==> src/timing_pkg.sv <==
// Constants for the instruction length and timing decoder.
// Assumes an 8-bit core with one system clock; every count is in clock cycles.
// Overview of operation
// - OR/XOR into accumulator: 1/1, 2/2, indirect 1/2
// - OR/XOR immediate into direct 3/3; from accumulator 2/2
// - Accumulator clear, complement, rotate, swap: 1/1
// - Internal moves take cycles equal bytes; indirect one-byte 2
// - Direct-to-direct and immediate-to-direct moves 3/3
// - Data pointer constant load 3 bytes, 3 cycles
// - Code byte read: 1 byte, 3 cycles
// - External data moves: 1 byte, 3 cycles
// - Stack push and pop: 2 bytes, 2 cycles
// - Exchanges 1/1, direct 2/2, indirect 1/2
// - Carry-only booleans 1/1; direct-bit booleans 2/2
// - Carry and zero jumps: 2 not taken, 4 taken
// - Bit, compare, direct-decrement jumps: 3 or 5
// - Compare indirect immediate jump: 4 or 6
// - Short call 2 bytes 4; long call 3 bytes 5
// - Short, relative, indirect jumps 4; long 5; returns 6
// - Register decrement jump: 2 bytes, 2 or 4
// - Relative target: next address plus signed offset
// - Direct address low half RAM, high half special
// - Short target stays inside next instruction's 2 kB page
// - Undefined opcode acts as one-cycle no-operation
// - Register operands pick bank register; indirect uses R0/R1
// - Bank select maps banks to 0x00,0x08,0x10,0x18
// - Not-taken branch finishes earlier; counts in clocks
package timing_pkg;
  localparam int          CLK_PERIOD_NS   = 8;
  localparam logic [7:0]  UNDEF_OPCODE    = 8'hA5;
  localparam logic [7:0]  SFR_BASE        = 8'h80;
  localparam int          BANK_SIZE_LOG2  = 3;
  localparam int          BANK_FIELD_W    = 2;
  localparam int          PAGE_BITS       = 11;
  localparam logic [15:0] PC_RESET        = 16'h0000;
  localparam logic [3:0]  CYC_MAX         = 4'h8;

  // Operand address classes; the decoder does not report them on any port
  typedef enum logic [1:0] {
    opd_none_type_e,
    opd_bank_reg,
    opd_indirect,
    opd_direct
  } operand_type;
endpackage : timing_pkg

==> src/opcode_timing_rom.sv <==
// Registered lookup of byte length and clock counts for each opcode.
// Assumes the opcode is presented one cycle before its timing is needed.
`timescale 1ns/10ps
module opcode_timing_rom (
  // Clock and reset
  input  wire logic       mclk,
  input  wire logic       reset,
  // Lookup
  input  wire logic [7:0] opcode,
  output logic      [1:0] byte_len,
  output logic      [3:0] cyc_base,
  output logic      [3:0] cyc_taken,
  output logic            is_cond
);
  logic [1:0] len_nxt;
  logic [3:0] base_nxt;
  logic [3:0] taken_nxt;
  logic       cond_nxt;

  // Decode timing from opcode groups
  always_comb begin
    len_nxt   = 2'd1;
    base_nxt  = 4'h1;
    taken_nxt = 4'h1;
    cond_nxt  = 1'b0;
    casez (opcode)
      8'h?1: begin                                    // Short jump / call
        len_nxt  = 2'd2;
        base_nxt = 4'h4;
      end
      8'h02, 8'h12: begin                             // Long jump / call
        len_nxt  = 2'd3;
        base_nxt = 4'h5;
      end
      8'h22, 8'h32: base_nxt = 4'h6;
      8'h80, 8'h73: begin
        len_nxt  = (opcode == 8'h80) ? 2'd2 : 2'd1;
        base_nxt = 4'h4;
      end
      8'h40, 8'h50, 8'h60, 8'h70: begin
        len_nxt = 2'd2; base_nxt = 4'h2; taken_nxt = 4'h4; cond_nxt = 1'b1;
      end
      8'hD8, 8'hD9, 8'hDA, 8'hDB, 8'hDC, 8'hDD, 8'hDE, 8'hDF: begin
        len_nxt = 2'd2; base_nxt = 4'h2; taken_nxt = 4'h4; cond_nxt = 1'b1;
      end
      8'h10, 8'h20, 8'h30, 8'hB4, 8'hB5, 8'hD5,
      8'hB8, 8'hB9, 8'hBA, 8'hBB, 8'hBC, 8'hBD, 8'hBE, 8'hBF: begin
        len_nxt = 2'd3; base_nxt = 4'h3; taken_nxt = 4'h5; cond_nxt = 1'b1;
      end
      8'hB6, 8'hB7: begin
        len_nxt = 2'd3; base_nxt = 4'h4; taken_nxt = 4'h6; cond_nxt = 1'b1;
      end
      8'h43, 8'h53, 8'h63, 8'h75, 8'h85, 8'h90: begin
        len_nxt = 2'd3; base_nxt = 4'h3;
      end
      8'h83, 8'h93, 8'hE0, 8'hE2, 8'hE3, 8'hF0, 8'hF2, 8'hF3: begin
        base_nxt = 4'h3;
      end
      8'hA4: base_nxt = 4'h4;
      8'h84: base_nxt = 4'h8;
      8'hC3, 8'hD3, 8'hB3, 8'hA5, 8'h00: base_nxt = 4'h1;
      8'h72, 8'hA0, 8'hA2, 8'hB0, 8'h82, 8'h92, 8'hB2, 8'hC2, 8'hD2,
      8'hC0, 8'hD0, 8'h42, 8'h52, 8'h62, 8'h44, 8'h54, 8'h64, 8'h74,
      8'h24, 8'h34, 8'h94, 8'h05, 8'h15, 8'h45, 8'h55, 8'h65, 8'hE5,
      8'hF5, 8'h25, 8'h35, 8'h95, 8'hC5, 8'hA6, 8'hA7, 8'h86, 8'h87,
      8'h76, 8'h77: begin
        len_nxt = 2'd2; base_nxt = 4'h2;
      end
      8'h?6, 8'h?7: begin
        base_nxt = 4'h2;
      end
      8'b1010_1???, 8'b0111_1???, 8'b1000_1???: begin
        len_nxt = 2'd2; base_nxt = 4'h2;
      end
      8'h?4: base_nxt = 4'h1;
      default: base_nxt = 4'h1;
    endcase
  end

  // Registered read data
  always_ff @(posedge mclk or posedge reset) begin
    if (reset) begin
      byte_len  <= 2'd1;
      cyc_base  <= 4'h1;
      cyc_taken <= 4'h1;
      is_cond   <= 1'b0;
    end else begin
      byte_len  <= len_nxt;
      cyc_base  <= base_nxt;
      cyc_taken <= taken_nxt;
      is_cond   <= cond_nxt;
    end
  end
endmodule : opcode_timing_rom

==> src/operand_address_gen.sv <==
// Forms operand and branch target addresses.
// Assumes fields are held stable while the instruction executes.
`timescale 1ns/10ps
module operand_address_gen (
  // Operand fields
  input  wire logic [7:0]  opcode,
  input  wire logic [1:0]  bank_select_field,
  input  wire logic [7:0]  direct_addr,
  input  wire logic [7:0]  pointer_value,
  // Branch fields
  input  wire logic [15:0] next_pc,
  input  wire logic [7:0]  rel_offset,
  input  wire logic [7:0]  target_low,
  input  wire logic [7:0]  target_high,
  // Results
  output logic      [7:0]  bank_reg_addr,
  output logic      [7:0]  indirect_addr,
  output logic             direct_is_sfr,
  output logic      [15:0] rel_target,
  output logic      [15:0] short_target,
  output logic      [15:0] long_target
);
  // Bank register address from bank and register number
  assign bank_reg_addr = {3'b000, bank_select_field, opcode[2:0]};
  assign indirect_addr = pointer_value;
  assign direct_is_sfr = (direct_addr >= timing_pkg::SFR_BASE);
  // Signed offset from next instruction
  assign rel_target = next_pc + {{8{rel_offset[7]}}, rel_offset};
  // Page bits kept from next instruction address
  assign short_target = {next_pc[15:timing_pkg::PAGE_BITS], opcode[7:5], target_low};
  assign long_target  = {target_high, target_low};
endmodule : operand_address_gen

==> src/instruction_timing_decoder.sv <==
// Instruction sequencer: fetch, operand gather and cycle timing.
// Assumes program memory returns prog_data in the cycle it is addressed.
`timescale 1ns/10ps
module instruction_timing_decoder (
  // Clock and reset
  input  wire logic        mclk,
  input  wire logic        reset,
  // Program memory
  output logic      [15:0] prog_addr,
  input  wire logic [7:0]  prog_data,
  // Core state inputs
  input  wire logic [1:0]  bank_select_field,
  input  wire logic [7:0]  pointer_value,
  input  wire logic        branch_taken,
  // Decoded results
  output logic             issue,
  output logic      [7:0]  cur_opcode,
  output logic      [1:0]  cur_len,
  output logic      [3:0]  cur_cycles,
  output logic      [7:0]  bank_reg_addr,
  output logic      [7:0]  indirect_addr,
  output logic             direct_is_sfr,
  output logic      [15:0] jump_target
);
  typedef enum logic [1:0] {fetch_st, operand_st, wait_st} seq_type;
  seq_type     state_r, state_nxt;
  logic [15:0] pc_r, pc_nxt;
  logic [7:0]  op_r, op_nxt;
  logic [7:0]  b1_r, b1_nxt;
  logic [7:0]  b2_r, b2_nxt;
  logic [1:0]  idx_r, idx_nxt;
  logic [3:0]  cnt_r, cnt_nxt;
  logic [3:0]  cyc_r, cyc_nxt;
  logic        iss_r, iss_nxt;
  logic [1:0]  len;
  logic [3:0]  cb, ct;
  logic        cond;
  logic [15:0] rel_t, sh_t, lg_t;
  logic [7:0]  rel_b;

  opcode_timing_rom u_rom (
    .mclk      (mclk),
    .reset     (reset),
    .opcode    (op_nxt),                               // Next opcode value (prog_data at fetch), not operand bytes
    .byte_len  (len),
    .cyc_base  (cb),
    .cyc_taken (ct),
    .is_cond   (cond)
  );

  assign rel_b = (len == 2'd3) ? b2_r : b1_r;
  operand_address_gen u_addr (
    .opcode            (op_r),
    .bank_select_field (bank_select_field),
    .direct_addr       (b1_r),
    .pointer_value     (pointer_value),
    .next_pc           (pc_r),
    .rel_offset        (rel_b),
    .target_low        ((len == 2'd3) ? b2_r : b1_r),
    .target_high       (b1_r),
    .bank_reg_addr     (bank_reg_addr),
    .indirect_addr     (indirect_addr),
    .direct_is_sfr     (direct_is_sfr),
    .rel_target        (rel_t),
    .short_target      (sh_t),
    .long_target       (lg_t)
  );

  // Sequencer next state
  always_comb begin
    state_nxt = state_r;
    pc_nxt    = pc_r;
    op_nxt    = op_r;
    b1_nxt    = b1_r;
    b2_nxt    = b2_r;
    idx_nxt   = idx_r;
    cnt_nxt   = cnt_r;
    cyc_nxt   = cyc_r;
    iss_nxt   = 1'b0;
    case (state_r)
      fetch_st: begin
        op_nxt    = prog_data;
        pc_nxt    = pc_r + 16'h0001;
        idx_nxt   = 2'd1;
        cnt_nxt   = 4'h1;
        state_nxt = operand_st;
      end
      operand_st: begin
        // Gather remaining bytes, one per cycle
        if (idx_r < len) begin
          if (idx_r == 2'd1) b1_nxt = prog_data;
          else               b2_nxt = prog_data;
          pc_nxt  = pc_r + 16'h0001;
          idx_nxt = idx_r + 2'd1;
          cnt_nxt = cnt_r + 4'h1;
        end else begin
          // Not-taken uses base count, taken uses longer count
          cyc_nxt = (cond && branch_taken) ? ct : cb;
          iss_nxt = 1'b1;
          state_nxt = wait_st;
        end
      end
      wait_st: begin
        // Hold off next fetch until count elapses
        if (cnt_r >= cyc_r) begin
          state_nxt = fetch_st;
        end else begin
          cnt_nxt = cnt_r + 4'h1;
        end
      end
      default: state_nxt = fetch_st;
    endcase
  end

  // Sequencer registers
  always_ff @(posedge mclk or posedge reset) begin
    if (reset) begin
      state_r <= fetch_st;
      pc_r    <= timing_pkg::PC_RESET;
      op_r    <= 8'h00;
      b1_r    <= 8'h00;
      b2_r    <= 8'h00;
      idx_r   <= 2'd0;
      cnt_r   <= 4'h0;
      cyc_r   <= 4'h1;
      iss_r   <= 1'b0;
    end else begin
      state_r <= state_nxt;
      pc_r    <= pc_nxt;
      op_r    <= op_nxt;
      b1_r    <= b1_nxt;
      b2_r    <= b2_nxt;
      idx_r   <= idx_nxt;
      cnt_r   <= cnt_nxt;
      cyc_r   <= cyc_nxt;
      iss_r   <= iss_nxt;
    end
  end

  // Outputs
  assign prog_addr  = pc_r;
  assign issue      = iss_r;
  assign cur_opcode = op_r;
  assign cur_len    = len;
  assign cur_cycles = cyc_r;
  assign jump_target = (op_r[3:0] == 4'h1) ? sh_t :
                       ((op_r == 8'h02) || (op_r == 8'h12)) ? lg_t : rel_t;
endmodule : instruction_timing_decoder

==> config.mk <==
export PLATFORM = sky130hd
export DESIGN_NAME = instruction_timing_decoder
export DESIGN_NICKNAME = d
export VERILOG_FILES = /design/src/timing_pkg.sv /design/src/opcode_timing_rom.sv /design/src/operand_address_gen.sv /design/src/instruction_timing_decoder.sv
export SDC_FILE = /design/constraint.sdc
export NUM_CORES = 1
export LEC_CHECK = 0
export ABC_AREA = 1
export BUFFER_PORTS_ARGS = -buffer_cell sky130_fd_sc_hd__buf_2
export CORE_UTILIZATION = 58
export DETAILED_ROUTE_END_ITERATION = 8
export HOLD_SLACK_MARGIN = 0.12
export PLACE_DENSITY = 0.84
export SLEW_MARGIN = 20
export SYNTH_ARGS = -nofsm -noshare
export SYNTH_HDL_FRONTEND = slang
export SYNTH_SLANG_ARGS = --single-unit
==> constraint.sdc <==
create_clock -name mclk -period 3.4 [get_ports mclk]
set_input_delay 0.51 -clock mclk [delete_from_list [all_inputs] [get_ports mclk]]
set_output_delay 0.51 -clock mclk [all_outputs]
set_load 0.05 [all_outputs]
== Yosys cells after proc, flatten, opt, wreduce, memory -nomap -nowiden ==
Cells that the tools add are included.
Word-level totals
  flip-flop bits (word level): 63
  input bits: 21
  output and inout bits: 64
  logic and storage cells: 183
Operators by class
  $add $sub $neg: 4
  magnitude comparators: 3
  equal/unequal tests: 109
  mux-type cells: 24
  bitwise operators: 2
  reductions and logical operators: 28
Operators by type and width (count)
  8-bit equality test, second input constant: 57
  8-bit by 7-bit equality test with 1-bit output, second input constant: 22
  8-bit by 6-bit equality test with 1-bit output, second input constant: 8
  28-bit OR reduction: 2
  51-bit OR reduction: 1
  50-bit OR reduction: 1
  16-bit two-way mux: 3
  8-bit by 5-bit equality test with 1-bit output, second input constant: 4
  16-bit case mux with 2 select lines: 1
  4-bit case mux with 7 select lines: 1
  24-bit OR reduction: 1
  17-bit OR reduction: 1
  16-bit by 1-bit adder with 16-bit output, second input constant: 1
  16-bit adder: 1
  8-bit by 2-bit equality test with 1-bit output, second input constant: 2
  8-bit two-way mux: 2
  14-bit OR reduction: 1
  2-bit two-way mux: 6
  4-bit two-way mux: 3
  4-bit case mux with 3 select lines: 1
  12-bit OR reduction: 1
  5-bit equality test, second input constant: 2
  5-bit OR reduction: 2
  3-bit case mux with 3 select lines: 1
  28 further kinds: 45

== Logic depth before layout (Yosys ltp) ==
Gate-level depths: netlist of the first run.
  depth after elaboration: 6
  depth in mapped cells: 18
  gate-level depth less buffers: 16

== By module ==
From an unflattened synthesis of the first run, not the netlist that was laid out.
Second synthesis, totals
  cell total of the unflattened synthesis: 843
  area, all modules: 5596.6 um^2
Modules (own cells, without submodules)
  instruction_timing_decoder: times used 1, cells an instance 435, area each 3293.2 um^2, sequential area each 1327.5 um^2
  operand_address_gen: times used 1, cells an instance 229, area each 1281.2 um^2, sequential area each 0.0 um^2
  opcode_timing_rom: times used 1, cells an instance 179, area each 1022.2 um^2, sequential area each 254.0 um^2

== Worst setup path after synthesis of the first run ==
OpenSTA, ideal clock, no wires.
  path type: register to output
  start: reg u_rom.byte_len[0]
  end: out jump_target[12]
  arrival: 3.636 ns
  required time: 2.890 ns
  slack: -0.746 ns
  stages on the path, launching flop included: 13
  buffers on the path: 0
  cell sequence: dfstp_2 > nand2_1 > o21ai_0 > ha_1 > nand2_1 > nand2_1 > inv_1 > nand2_1 > nand2_1 > nand4_1 > xor2_1 > nor2_1 > o21ai_0
Between the ends
  cells in the longest elaborated chain, start to end: 5
RTL lines
  start, declared: line opcode_timing_rom.sv:10  | output logic [1:0] byte_len,
  start signal, assigned: line opcode_timing_rom.sv:88  | byte_len <= len_nxt;
  2-bit equality test: line instruction_timing_decoder.sv:51  | assign rel_b = (len == 2'd3) ? b2_r : b1_r;
  8-bit two-way mux: line instruction_timing_decoder.sv:51
  16-bit adder: line operand_address_gen.sv:28  | assign rel_target = next_pc + {{8{rel_offset[7]}}, rel_offset};
  16-bit two-way mux: line instruction_timing_decoder.sv:147  | ((op_r == 8'h02) || (op_r == 8'h12)) ? lg_t : rel_t;
  16-bit two-way mux: line instruction_timing_decoder.sv:146  | assign jump_target = (op_r[3:0] == 4'h1) ? sh_t :
  end, declared: line instruction_timing_decoder.sv:23  | output logic [15:0] jump_target
No other way between the ends.

== Worst setup path in the final report of the first run ==
  start: reg u_rom.byte_len[0]
  end: out jump_target[9]
The elaborated chain is that of the path after synthesis.

==> results.cfg, run 1 <==
[drt]
vias = 5530
finalWirelength_mm = 15.6
drt_drc_violations_left = 0
wl_per_cell_um = 16.1
antenna_left = 0
viasPerCell = 5.69
drt_iter0_drc = 402
drtPass1Iterations = 5

[die]
die_w_um = 95.9
core_um2 = 8380
start_util = 0.610
num_io_pins = 85
die_y_um = 95.9
num_rows = 33
dieArea_um2 = 9200

[cts]
clock_sinks = 63
cts_buffer_depth = 2
clk_pin_slew_ps = 80
hold_buffers = 0
cts_max_level = 3
cts_tree = done
cts_root_buffer = clkbuf_8
clock_latency_ps = 350
cts_buffers = 9

[timing]
rsz0062_at_grt = yes
report.final.slew_viol_count = 0
setup_ws_ps = -170
relSlewSlack = 0.313
fin_skew_ps = 12.1
timing.fmax_mhz = 280
period_needed_ps = 3570
finalHoldViolCount = 0
whs_ps = 372
finalSetupViolCount = 4
tightest_slew_ps = 1030
period_share = 1.05

[logic_synthesis]
synth_seq_cells = 63
postSynthAreaPerCell_um2 = 6.47
netlist_area_um2 = 5120
synth.yosys.seq_area_share = 0.309
yosysWarnings = 0
syn_inst = 791
synth.distinct_cells = 39

[cells_and_area]
final_cell_mix = nand2_1, nor2_1, inv_1
drive_above_1_share = 0.206
layout_commonest_cell = nand2_1
area_delta_synth_final_pct = 20.9
antenna_cells = 0
nets = 912

[worst_setup_path]
r2r_slack_ps = 740
crit_fanout = 7
worstPathRequired_ps = 2890
crit_chain = nand2_4 > buf_12 > nand2_1 > o21ai_4 > ha_4 > a21oi_1 > nand2_1 > nand3_1 > nand2_1 > nand2_1 > nand2_2 > xor2_1 > o21ai_0 > o21ai_0 > buf_4
reg2reg_from = state_r[0]$_DFFE_PP0P_
reg2regPathDepth = 14
cp-end-kind = output pin
startpoint_type = flop
critPathArrivalTime_ps = 3060
setup.worst_path.end = jump_target[9]
critPathMaxStageDelay_ps = 570
timing_worst_setup_path_type = flop to output pin
r2r-end = u_rom.cyc_base[1]$_DFF_PP0_
crit_top_cell = nand2_1
startpoint = u_rom.byte_len[0]$_DFF_PP1_
crit_slowest_cell = dfstp_2

[global_route]
grt_max_degree = 46
grt_pass1_vias = 4708
grt_pass1_wl_mm = 22.4
antenna_found_initial = 0
grtUsageMet2 = 0.526
grt_overflow_total = 0
top_usage_layer = met2
grt_usage = 0.319
use_met3 = 0.0379
use_met1 = 0.443

[placement]
portBuffers = 61
place.gp.congestion = 0.972
hpwl_mm = 10.8

[hold_path]
hold_path.class = primary input to async pin

[job]
max_cap_violations = 0

[status]
run_status = finished with violations
violations = setup timing
==> worst min path at each step <==
stage,from,to,slack (ps)
2_1_floorplan,u_rom.cyc_base[3]$_DFF_PP0_,cur_cycles[3]$_DFFE_PP0P_,450
3_3_place_gp,u_rom.cyc_base[3]$_DFF_PP0_,cur_cycles[3]$_DFFE_PP0P_,470
3_5_place_dp,u_rom.cyc_base[0]$_DFF_PP1_,cur_cycles[0]$_DFFE_PP1P_,480
4_1_cts,reset,cnt_r[2]$_DFFE_PP0P_,410
5_1_grt,branch_taken,cur_cycles[0]$_DFFE_PP1P_,460
6_report,reset,cnt_r[2]$_DFFE_PP0P_,370
==> cells by family (layout without fill, tap and decap cells) <==
family          after synthesis  in the layout  synth area share
buf+inv                     116            190             0.101
other cells                   1              3          0.000733
xor+xnor                     25             25            0.0428
mux                           3              3           0.00611
compound gates               95             95             0.100
simple gates                459            459             0.368
fa+ha+maj                    29             29            0.0724
flops                        63             63             0.309
==> registers in the layout, indices dropped and copies added, names as in the netlist, 2 cells and up <==
signal / flops
b1_r: 8
b2_r: 8
cnt_r: 4
cur_cycles: 4
cur_opcode: 8
idx_r: 2
prog_addr: 16
state_r: 2
u_rom.byte_len: 2
u_rom.cyc_base: 4
u_rom.cyc_taken: 3
==> worst max-delay path, delay by kind of cell, from the launching register on <==
family | cells | cell delay [ps]
flip-flops | 1 | 570
AO/OA/AOI/OAI | 4 | 650
buffers and inverters | 2 | 390
AND/OR/NAND/NOR | 7 | 680
adder cells (fa/ha/maj) | 1 | 270
XOR/XNOR | 1 | 150
==> synthesized netlist by cell type, drive strengths merged <==
cell | n | share of area
a21oi | 25 | 0.024
nor3 | 7 | 0.0078
dfrtp | 59 | 0.29
o22ai | 2 | 0.0024
o21ai | 55 | 0.055
xor2 | 18 | 0.031
nand3b | 4 | 0.0059
a31oi | 3 | 0.0037
nand4 | 9 | 0.011
clkbuf | 6 | 0.0044
clkinv | 2 | 0.0015
buf | 22 | 0.032
and3 | 2 | 0.0024
mux2 | 1 | 0.0022
nand3 | 41 | 0.040
o211ai | 2 | 0.0029
dfstp | 4 | 0.021
fa | 1 | 0.0039
mux2i | 2 | 0.0039
nor2 | 117 | 0.087
o2bb2ai | 1 | 0.0017
o21a | 3 | 0.0044
xnor2 | 7 | 0.012
conb | 1 | 0.00073
nand2 | 277 | 0.21
o21bai | 2 | 0.0029
inv | 86 | 0.063
ha | 28 | 0.068
a21o | 2 | 0.0029
and2 | 1 | 0.0012
or2 | 1 | 0.0012
==> metrics by stage <==
stage / cells / setup TNS, ps / cell area, µm² / util / setup WS (ps)
2_1_floorplan: 793 / 0 / 5150 / - / 40.4
3_3_place_gp: 943 / 0 / 5490 / 0.655 / 238
3_5_place_dp: 943 / 0 / 5490 / 0.655 / 162
4_1_cts: 960 / -99.2 / 5730 / 0.684 / -61.9
5_1_grt: 972 / -983 / 6180 / 0.738 / -203
6_report: 972 / -362 / 6180 / 0.738 / -170
==> final cells by class <==
class                      instances  area (µm²)
multi-input combinational        614        3370
fill                             677        2200
sequential                        63        1580
timing repair buffer              86         577
inverter                          88         330
tap                              105         131
clock buffer                       9         124
clock inverter                     7        72.6
==> routing by layer <==
layer / up-vias / part of all wire
li1: 2622 / -
met1: 2546 / 0.43
met2: 305 / 0.45
met3: 57 / 0.085
met4: 0 / 0.033
met5: - / 0
==> timing repair <==
item,CTS,global route
setup endpoints to repair,8,11
gates cloned,0,2
setup buffers,1,10
pin swaps,2,18
resized for setup,19,75
Power of run 1 is not shown: default switching activity piles up to over one toggle a cycle in this logic, so the estimate is an artifact.
==> run 2: changes to the inputs <==
CORE_MARGIN = 3   (was unset)
CORE_UTILIZATION = 59   (was 58)
CTS_BUF_LIST = sky130_fd_sc_hd__clkbuf_4   (was unset)
PLACE_DENSITY = 0.85   (was 0.84)
==> run 2 against run 1 <==
Against the previous run:
- the flow still finishes with violations (setup timing)
- global-route usage is 1.9 points lower
- clock-buffer cell count stayed put
- cell area is 3.8% lower
- worst hold slack worse by 47 ps
==> results.cfg, run 2 (same netlist as run 1, synthesis figures left out) <==
[status]
run_status = finished with violations
violations = setup timing

[cells_and_area]
fillCellCount = 693
nets = 907
drive_above_1_share = 0.195
stdcell_count = 967
final_cell_mix = nand2_1, nor2_1, inv_1
largest_reg_flops = 16
layout_commonest_cell = nand2_1
area_delta_synth_final_pct = 16.3
antenna_cells = 0
multi_input_area_um2 = 3280
seq_area_um2 = 1580

[drt]
antenna_left = 0
vias = 5386
drtPass1Iterations = 5
drt_drc_violations_left = 0
wl_per_cell_um = 15.4
finalWirelength_mm = 14.9
drt_iter0_drc = 384
viasPerCell = 5.57

[timing]
tns_ps = -178
finalSetupViolCount = 3
timing.fmax_mhz = 287
rsz0062_at_grt = yes
setup_ws_ps = -84.5
fin_skew_ps = 22.8
period_needed_ps = 3480
relSlewSlack = 0.331
whs_ps = 325
period_share = 1.02
finalHoldViolCount = 0
report.final.slew_viol_count = 0
tightest_slew_ps = 1000

[die]
dieArea_um2 = 9820
die_w_um = 99.1
num_rows = 33
core_um2 = 8300
start_util = 0.616
num_io_pins = 85
die_y_um = 99.1

[cts]
cts_buffers = 9
clock_sinks = 63
cts_buffer_depth = 2
clock_latency_ps = 410
hold_buffers = 0
clk_pin_slew_ps = 120
cts_root_buffer = clkbuf_4
cts_tree = done
cts_max_level = 3

[worst_setup_path]
timing_worst_setup_path_type = flop to output pin
startpoint_type = flop
crit_fanout = 12
cp-end-kind = output pin
worstPathRequired_ps = 2890
critPathArrivalTime_ps = 2970

[job]
max_cap_violations = 0

[global_route]
grt_max_degree = 48
grt_pass1_wl_mm = 24.0
grt_usage = 0.300
grt_overflow_total = 0
grt_pass1_vias = 4979
antenna_found_initial = 0

[placement]
dpl.cell_count = 943
place_ws_ps = 165
place.gp.congestion = 0.934
hpwl_mm = 10.9
portBuffers = 61

[hold_path]
hold_path.class = primary input to async pin
## run 2: cell count changes in the layout (fill, tap and decap cells not counted), moves of 4 or more
| cell | delta |
|---|---|
| o21ai_1 | +4 |
| clkbuf_8 | -9 |
| nand2_1 | +4 |
| clkbuf_4 | +8 |
| o21ai_4 | -4 |
## run 2: layout make-up
cell class | count | area share
tap | 105 | 0.0221
timing repair buffer | 81 | 0.0853
sequential | 63 | 0.266
inverter | 88 | 0.0561
clock buffer | 9 | 0.0114
clock inverter | 7 | 0.00820
multi-input combinational | 614 | 0.551
## run 2: through the flow
step | utilization | cell area (µm²)
6_report | 0.717 | 5950
5_1_grt | 0.717 | 5950
4_1_cts | 0.700 | 5810
3_5_place_dp | 0.662 | 5490
3_3_place_gp | 0.662 | 5490
2_1_floorplan | - | 5150
## run 2: critical path: stages (launching register included)
cell and delay [ps]:
dfstp_2 580, nand2_4 80, buf_6 160, nand2_1 80, o21ai_1 90, buf_6 170
ha_4 300, nand2_1 120, nor2_1 150, nand3_1 110, nand4_1 130, xor2_1 190
nor2_1 80, o21ai_2 150, buf_6 180
## run 2: what timing repair did
| item | CTS | global route |
|---|---|---|
| setup endpoints to repair | 11 | 16 |
| cloned | 0 | 0 |
| setup buffers | 6 | 2 |
| pin swaps | 8 | 3 |
| endpoints found under the hold margin | 0 | 0 |
| resized for setup | 44 | 29 |
## run 2: path summary, 6_finish.rpt
check / slack, ps / endpoint / start / depth (start not counted)
max: -80 / jump_target[12] / u_rom.byte_len[0]$_DFF_PP1_ / 14
min: 320 / cnt_r[2]$_DFFE_PP0P_ / reset / 2
max reg2reg: 420 / u_rom.cyc_base[0]$_DFF_PP1_ / state_r[0]$_DFFE_PP0P_ / 17
min reg2reg: 490 / cur_cycles[0]$_DFFE_PP1P_ / u_rom.cyc_base[0]$_DFF_PP1_ / 2
max in group asynchronous: 2280 / idx_r[0]$_DFFE_PP0P_ / reset / 3
min in group mclk: 370 / b1_r[6]$_DFFE_PP0P_ / prog_data[6] / 3
## run 2: routing by layer
metal | track usage | vias to the layer above | wire (µm)
li1 | - | 2615 | -
met5 | 0 | - | 0
met4 | 0.107 | 0 | 329
met1 | 0.424 | 2472 | 6460
met3 | 0.0456 | 36 | 1310
met2 | 0.468 | 263 | 6840
Power of run 2 is left out for the same reason.
==> run 3: changes to the inputs <==
ABC_AREA = unset   (was 1)
CORE_UTILIZATION = 58   (was 59)
TNS_END_PERCENT = 10   (was unset)
==> run 3 against run 2 <==
Against the previous run:
- the flow still finishes with violations (setup timing)
- largest cell class unchanged
- clock-buffer cell count increased by 2
- worst setup slack got worse by 370 ps
- core utilization increased by 5.0 points
- synthesized area decreased by 11%
- global-route usage increased by 0.71 points
- final cell count decreased by 28%
- highest routed layer unchanged
- sequential share of layout area increased by 1.1 points
- fmax decreased by 9.7%
- flip-flop and latch count unchanged
==> results.cfg, run 3 <==
[cts]
clock_latency_ps = 420
cts_root_buffer = clkbuf_4
clk_pin_slew_ps = 110
cts_buffer_depth = 2
cts_buffers = 9
clock_sinks = 63
cts_max_level = 3
cts_tree = done

[drt]
drt_iter0_drc = 310
antenna_left = 0
vias = 4289
viasPerCell = 6.13
finalWirelength_mm = 13.6
wl_per_cell_um = 19.5
drtPass1Iterations = 5
drt_drc_violations_left = 0

[cells_and_area]
area_delta_synth_final_pct = 25.7
layout_commonest_cell = dfrtp_1
seq_area_um2 = 1580
final_cell_mix = dfrtp_1, buf_4, buf_2
nets = 646
largest_reg_flops = 16
multi_input_area_um2 = 3000
antenna_cells = 0
fillCellCount = 518
drive_above_1_share = 0.359

[global_route]
grt_overflow_total = 0
grtUsageMet2 = 0.496
antenna_found_initial = 0
grt_pass1_vias = 4157
use_met3 = 0.0430
grt_pass1_wl_mm = 21.2
grt_usage = 0.307
grt_max_degree = 45
use_met1 = 0.416
top_usage_layer = met2

[logic_synthesis]
synth_edf_count = 0
yosys.area.top_type = dfrtp_1
netlist_area_um2 = 4550
yosysWarnings = 0
yosysMostFrequentCell = dfrtp_1
synth.top_cell.area_share = 0.325
synth_seq_cells = 63
synth.yosys.seq_area_share = 0.348
syn_inst = 499
synth_common_cells = dfrtp_1, nand2_1, nor2_1
synth.distinct_cells = 67
synthArstFlopShare = 1.00
postSynthAreaPerCell_um2 = 9.11
synth-main-ff-cell = dfrtp_1
synth.area.top_cells = dfrtp_1, ha_1, mux2_2, nand2_1, xnor2_1

[placement]
place.gp.congestion = 0.963
portBuffers = 61
hpwl_mm = 9.66

[timing]
setup_ws_ps = -458
period_share = 1.13
finalHoldViolCount = 0
period_needed_ps = 3860
finalSetupViolCount = 11
report.final.slew_viol_count = 0
whs_ps = 285
timing.fmax_mhz = 259
relSlewSlack = 0.383
tightest_slew_ps = 925
rsz0062_at_grt = yes
fin_skew_ps = 13.8

[die]
num_io_pins = 85
start_util = 0.611
dieArea_um2 = 8940
die_w_um = 94.6
die_y_um = 94.6
num_rows = 31
core_um2 = 7450

[worst_setup_path]
crit_fanout = 4
startpoint_type = flop
worstPathRequired_ps = 2890
critPathArrivalTime_ps = 3350
cp-end-kind = output pin
timing_worst_setup_path_type = flop to output pin

[status]
run_status = finished with violations
violations = setup timing

[hold_path]
hold_path.class = primary input to async pin

[job]
max_cap_violations = 0
[run 3: kinds of logic (layout without fill, tap and decap cells)]
kind of cell / Yosys count / count (layout) / share of synthesized area
AND/OR/NAND/NOR: 182 / 182 / 0.203
AO/OA/AOI/OAI: 100 / 100 / 0.145
flip-flops: 63 / 63 / 0.348
buffers and inverters: 54 / 154 / 0.0638
multiplexers: 41 / 41 / 0.103
adder cells (fa/ha/maj): 29 / 29 / 0.0814
XOR/XNOR: 29 / 29 / 0.0558
other: 1 / 3 / 0.000825
[run 3: layout make-up]
type                       instances  area share
clock buffer                      11      0.0144
clock inverter                     5      0.0129
inverter                          28      0.0184
multi-input combinational        384       0.525
sequential                        63       0.277
tap                               99      0.0217
timing repair buffer             110       0.131
[run 3: repair_timing]
action,4_1_cts,5_1_grt
cloned,0,0
gates resized for setup,48,8
pin swaps,20,2
setup buffers,0,0
hold buffers,0,0
setup endpoints to repair,12,13
[run 3: routing by layer]
layer / wire (µm) / part of all wire
met4: 356 / 0.026
met1: 5890 / 0.43
met3: 934 / 0.068
met5: 0 / 0
met2: 6460 / 0.47
[run 3: critical path, cell delays in order (launching register included)]
cell and delay (ps):
dfstp_2 570, nand2_4 80, mux2_2 310, ha_4 190, fa_2 380, a21o_1 180
a21oi_2 170, o21bai_1 140, nand3_1 180, a21oi_1 160, o31ai_4 290, a31oi_4 120
buf_6 160
[run 3: final timing paths]
path / from / end / slack (ps) / depth (start not counted)
min in group mclk: prog_data[7] / b1_r[7]$_DFFE_PP0P_ / 410 / 3
hold reg to reg: u_rom.cyc_base[3]$_DFF_PP0_ / cur_cycles[3]$_DFFE_PP0P_ / 480 / 2
hold / removal: reset / prog_addr[13]$_DFFE_PP0P_ / 290 / 2
max in group asynchronous: reset / u_rom.byte_len[0]$_DFF_PP1_ / 2230 / 3
setup reg to reg: state_r[1]$_DFFE_PP0P_ / u_rom.byte_len[1]$_DFF_PP0_ / 90 / 10
setup / recovery: u_rom.byte_len[0]$_DFF_PP1_ / jump_target[14] / -460 / 12
[run 3: through the flow]
stage               std cells  setup slack (ps)  setup TNS (ps)   util  cell area [µm²]
detailed placement        684             -67.4            -200  0.710             5290
CTS                       700              -337           -2640  0.761             5670
floorplan                 501              -147            -804      -             4660
global placement          684             -13.3           -13.3  0.710             5290
finish                    700              -458           -3470  0.767             5720
global route              700              -557           -4660  0.767             5720
Power of run 3 is left out for the same reason.
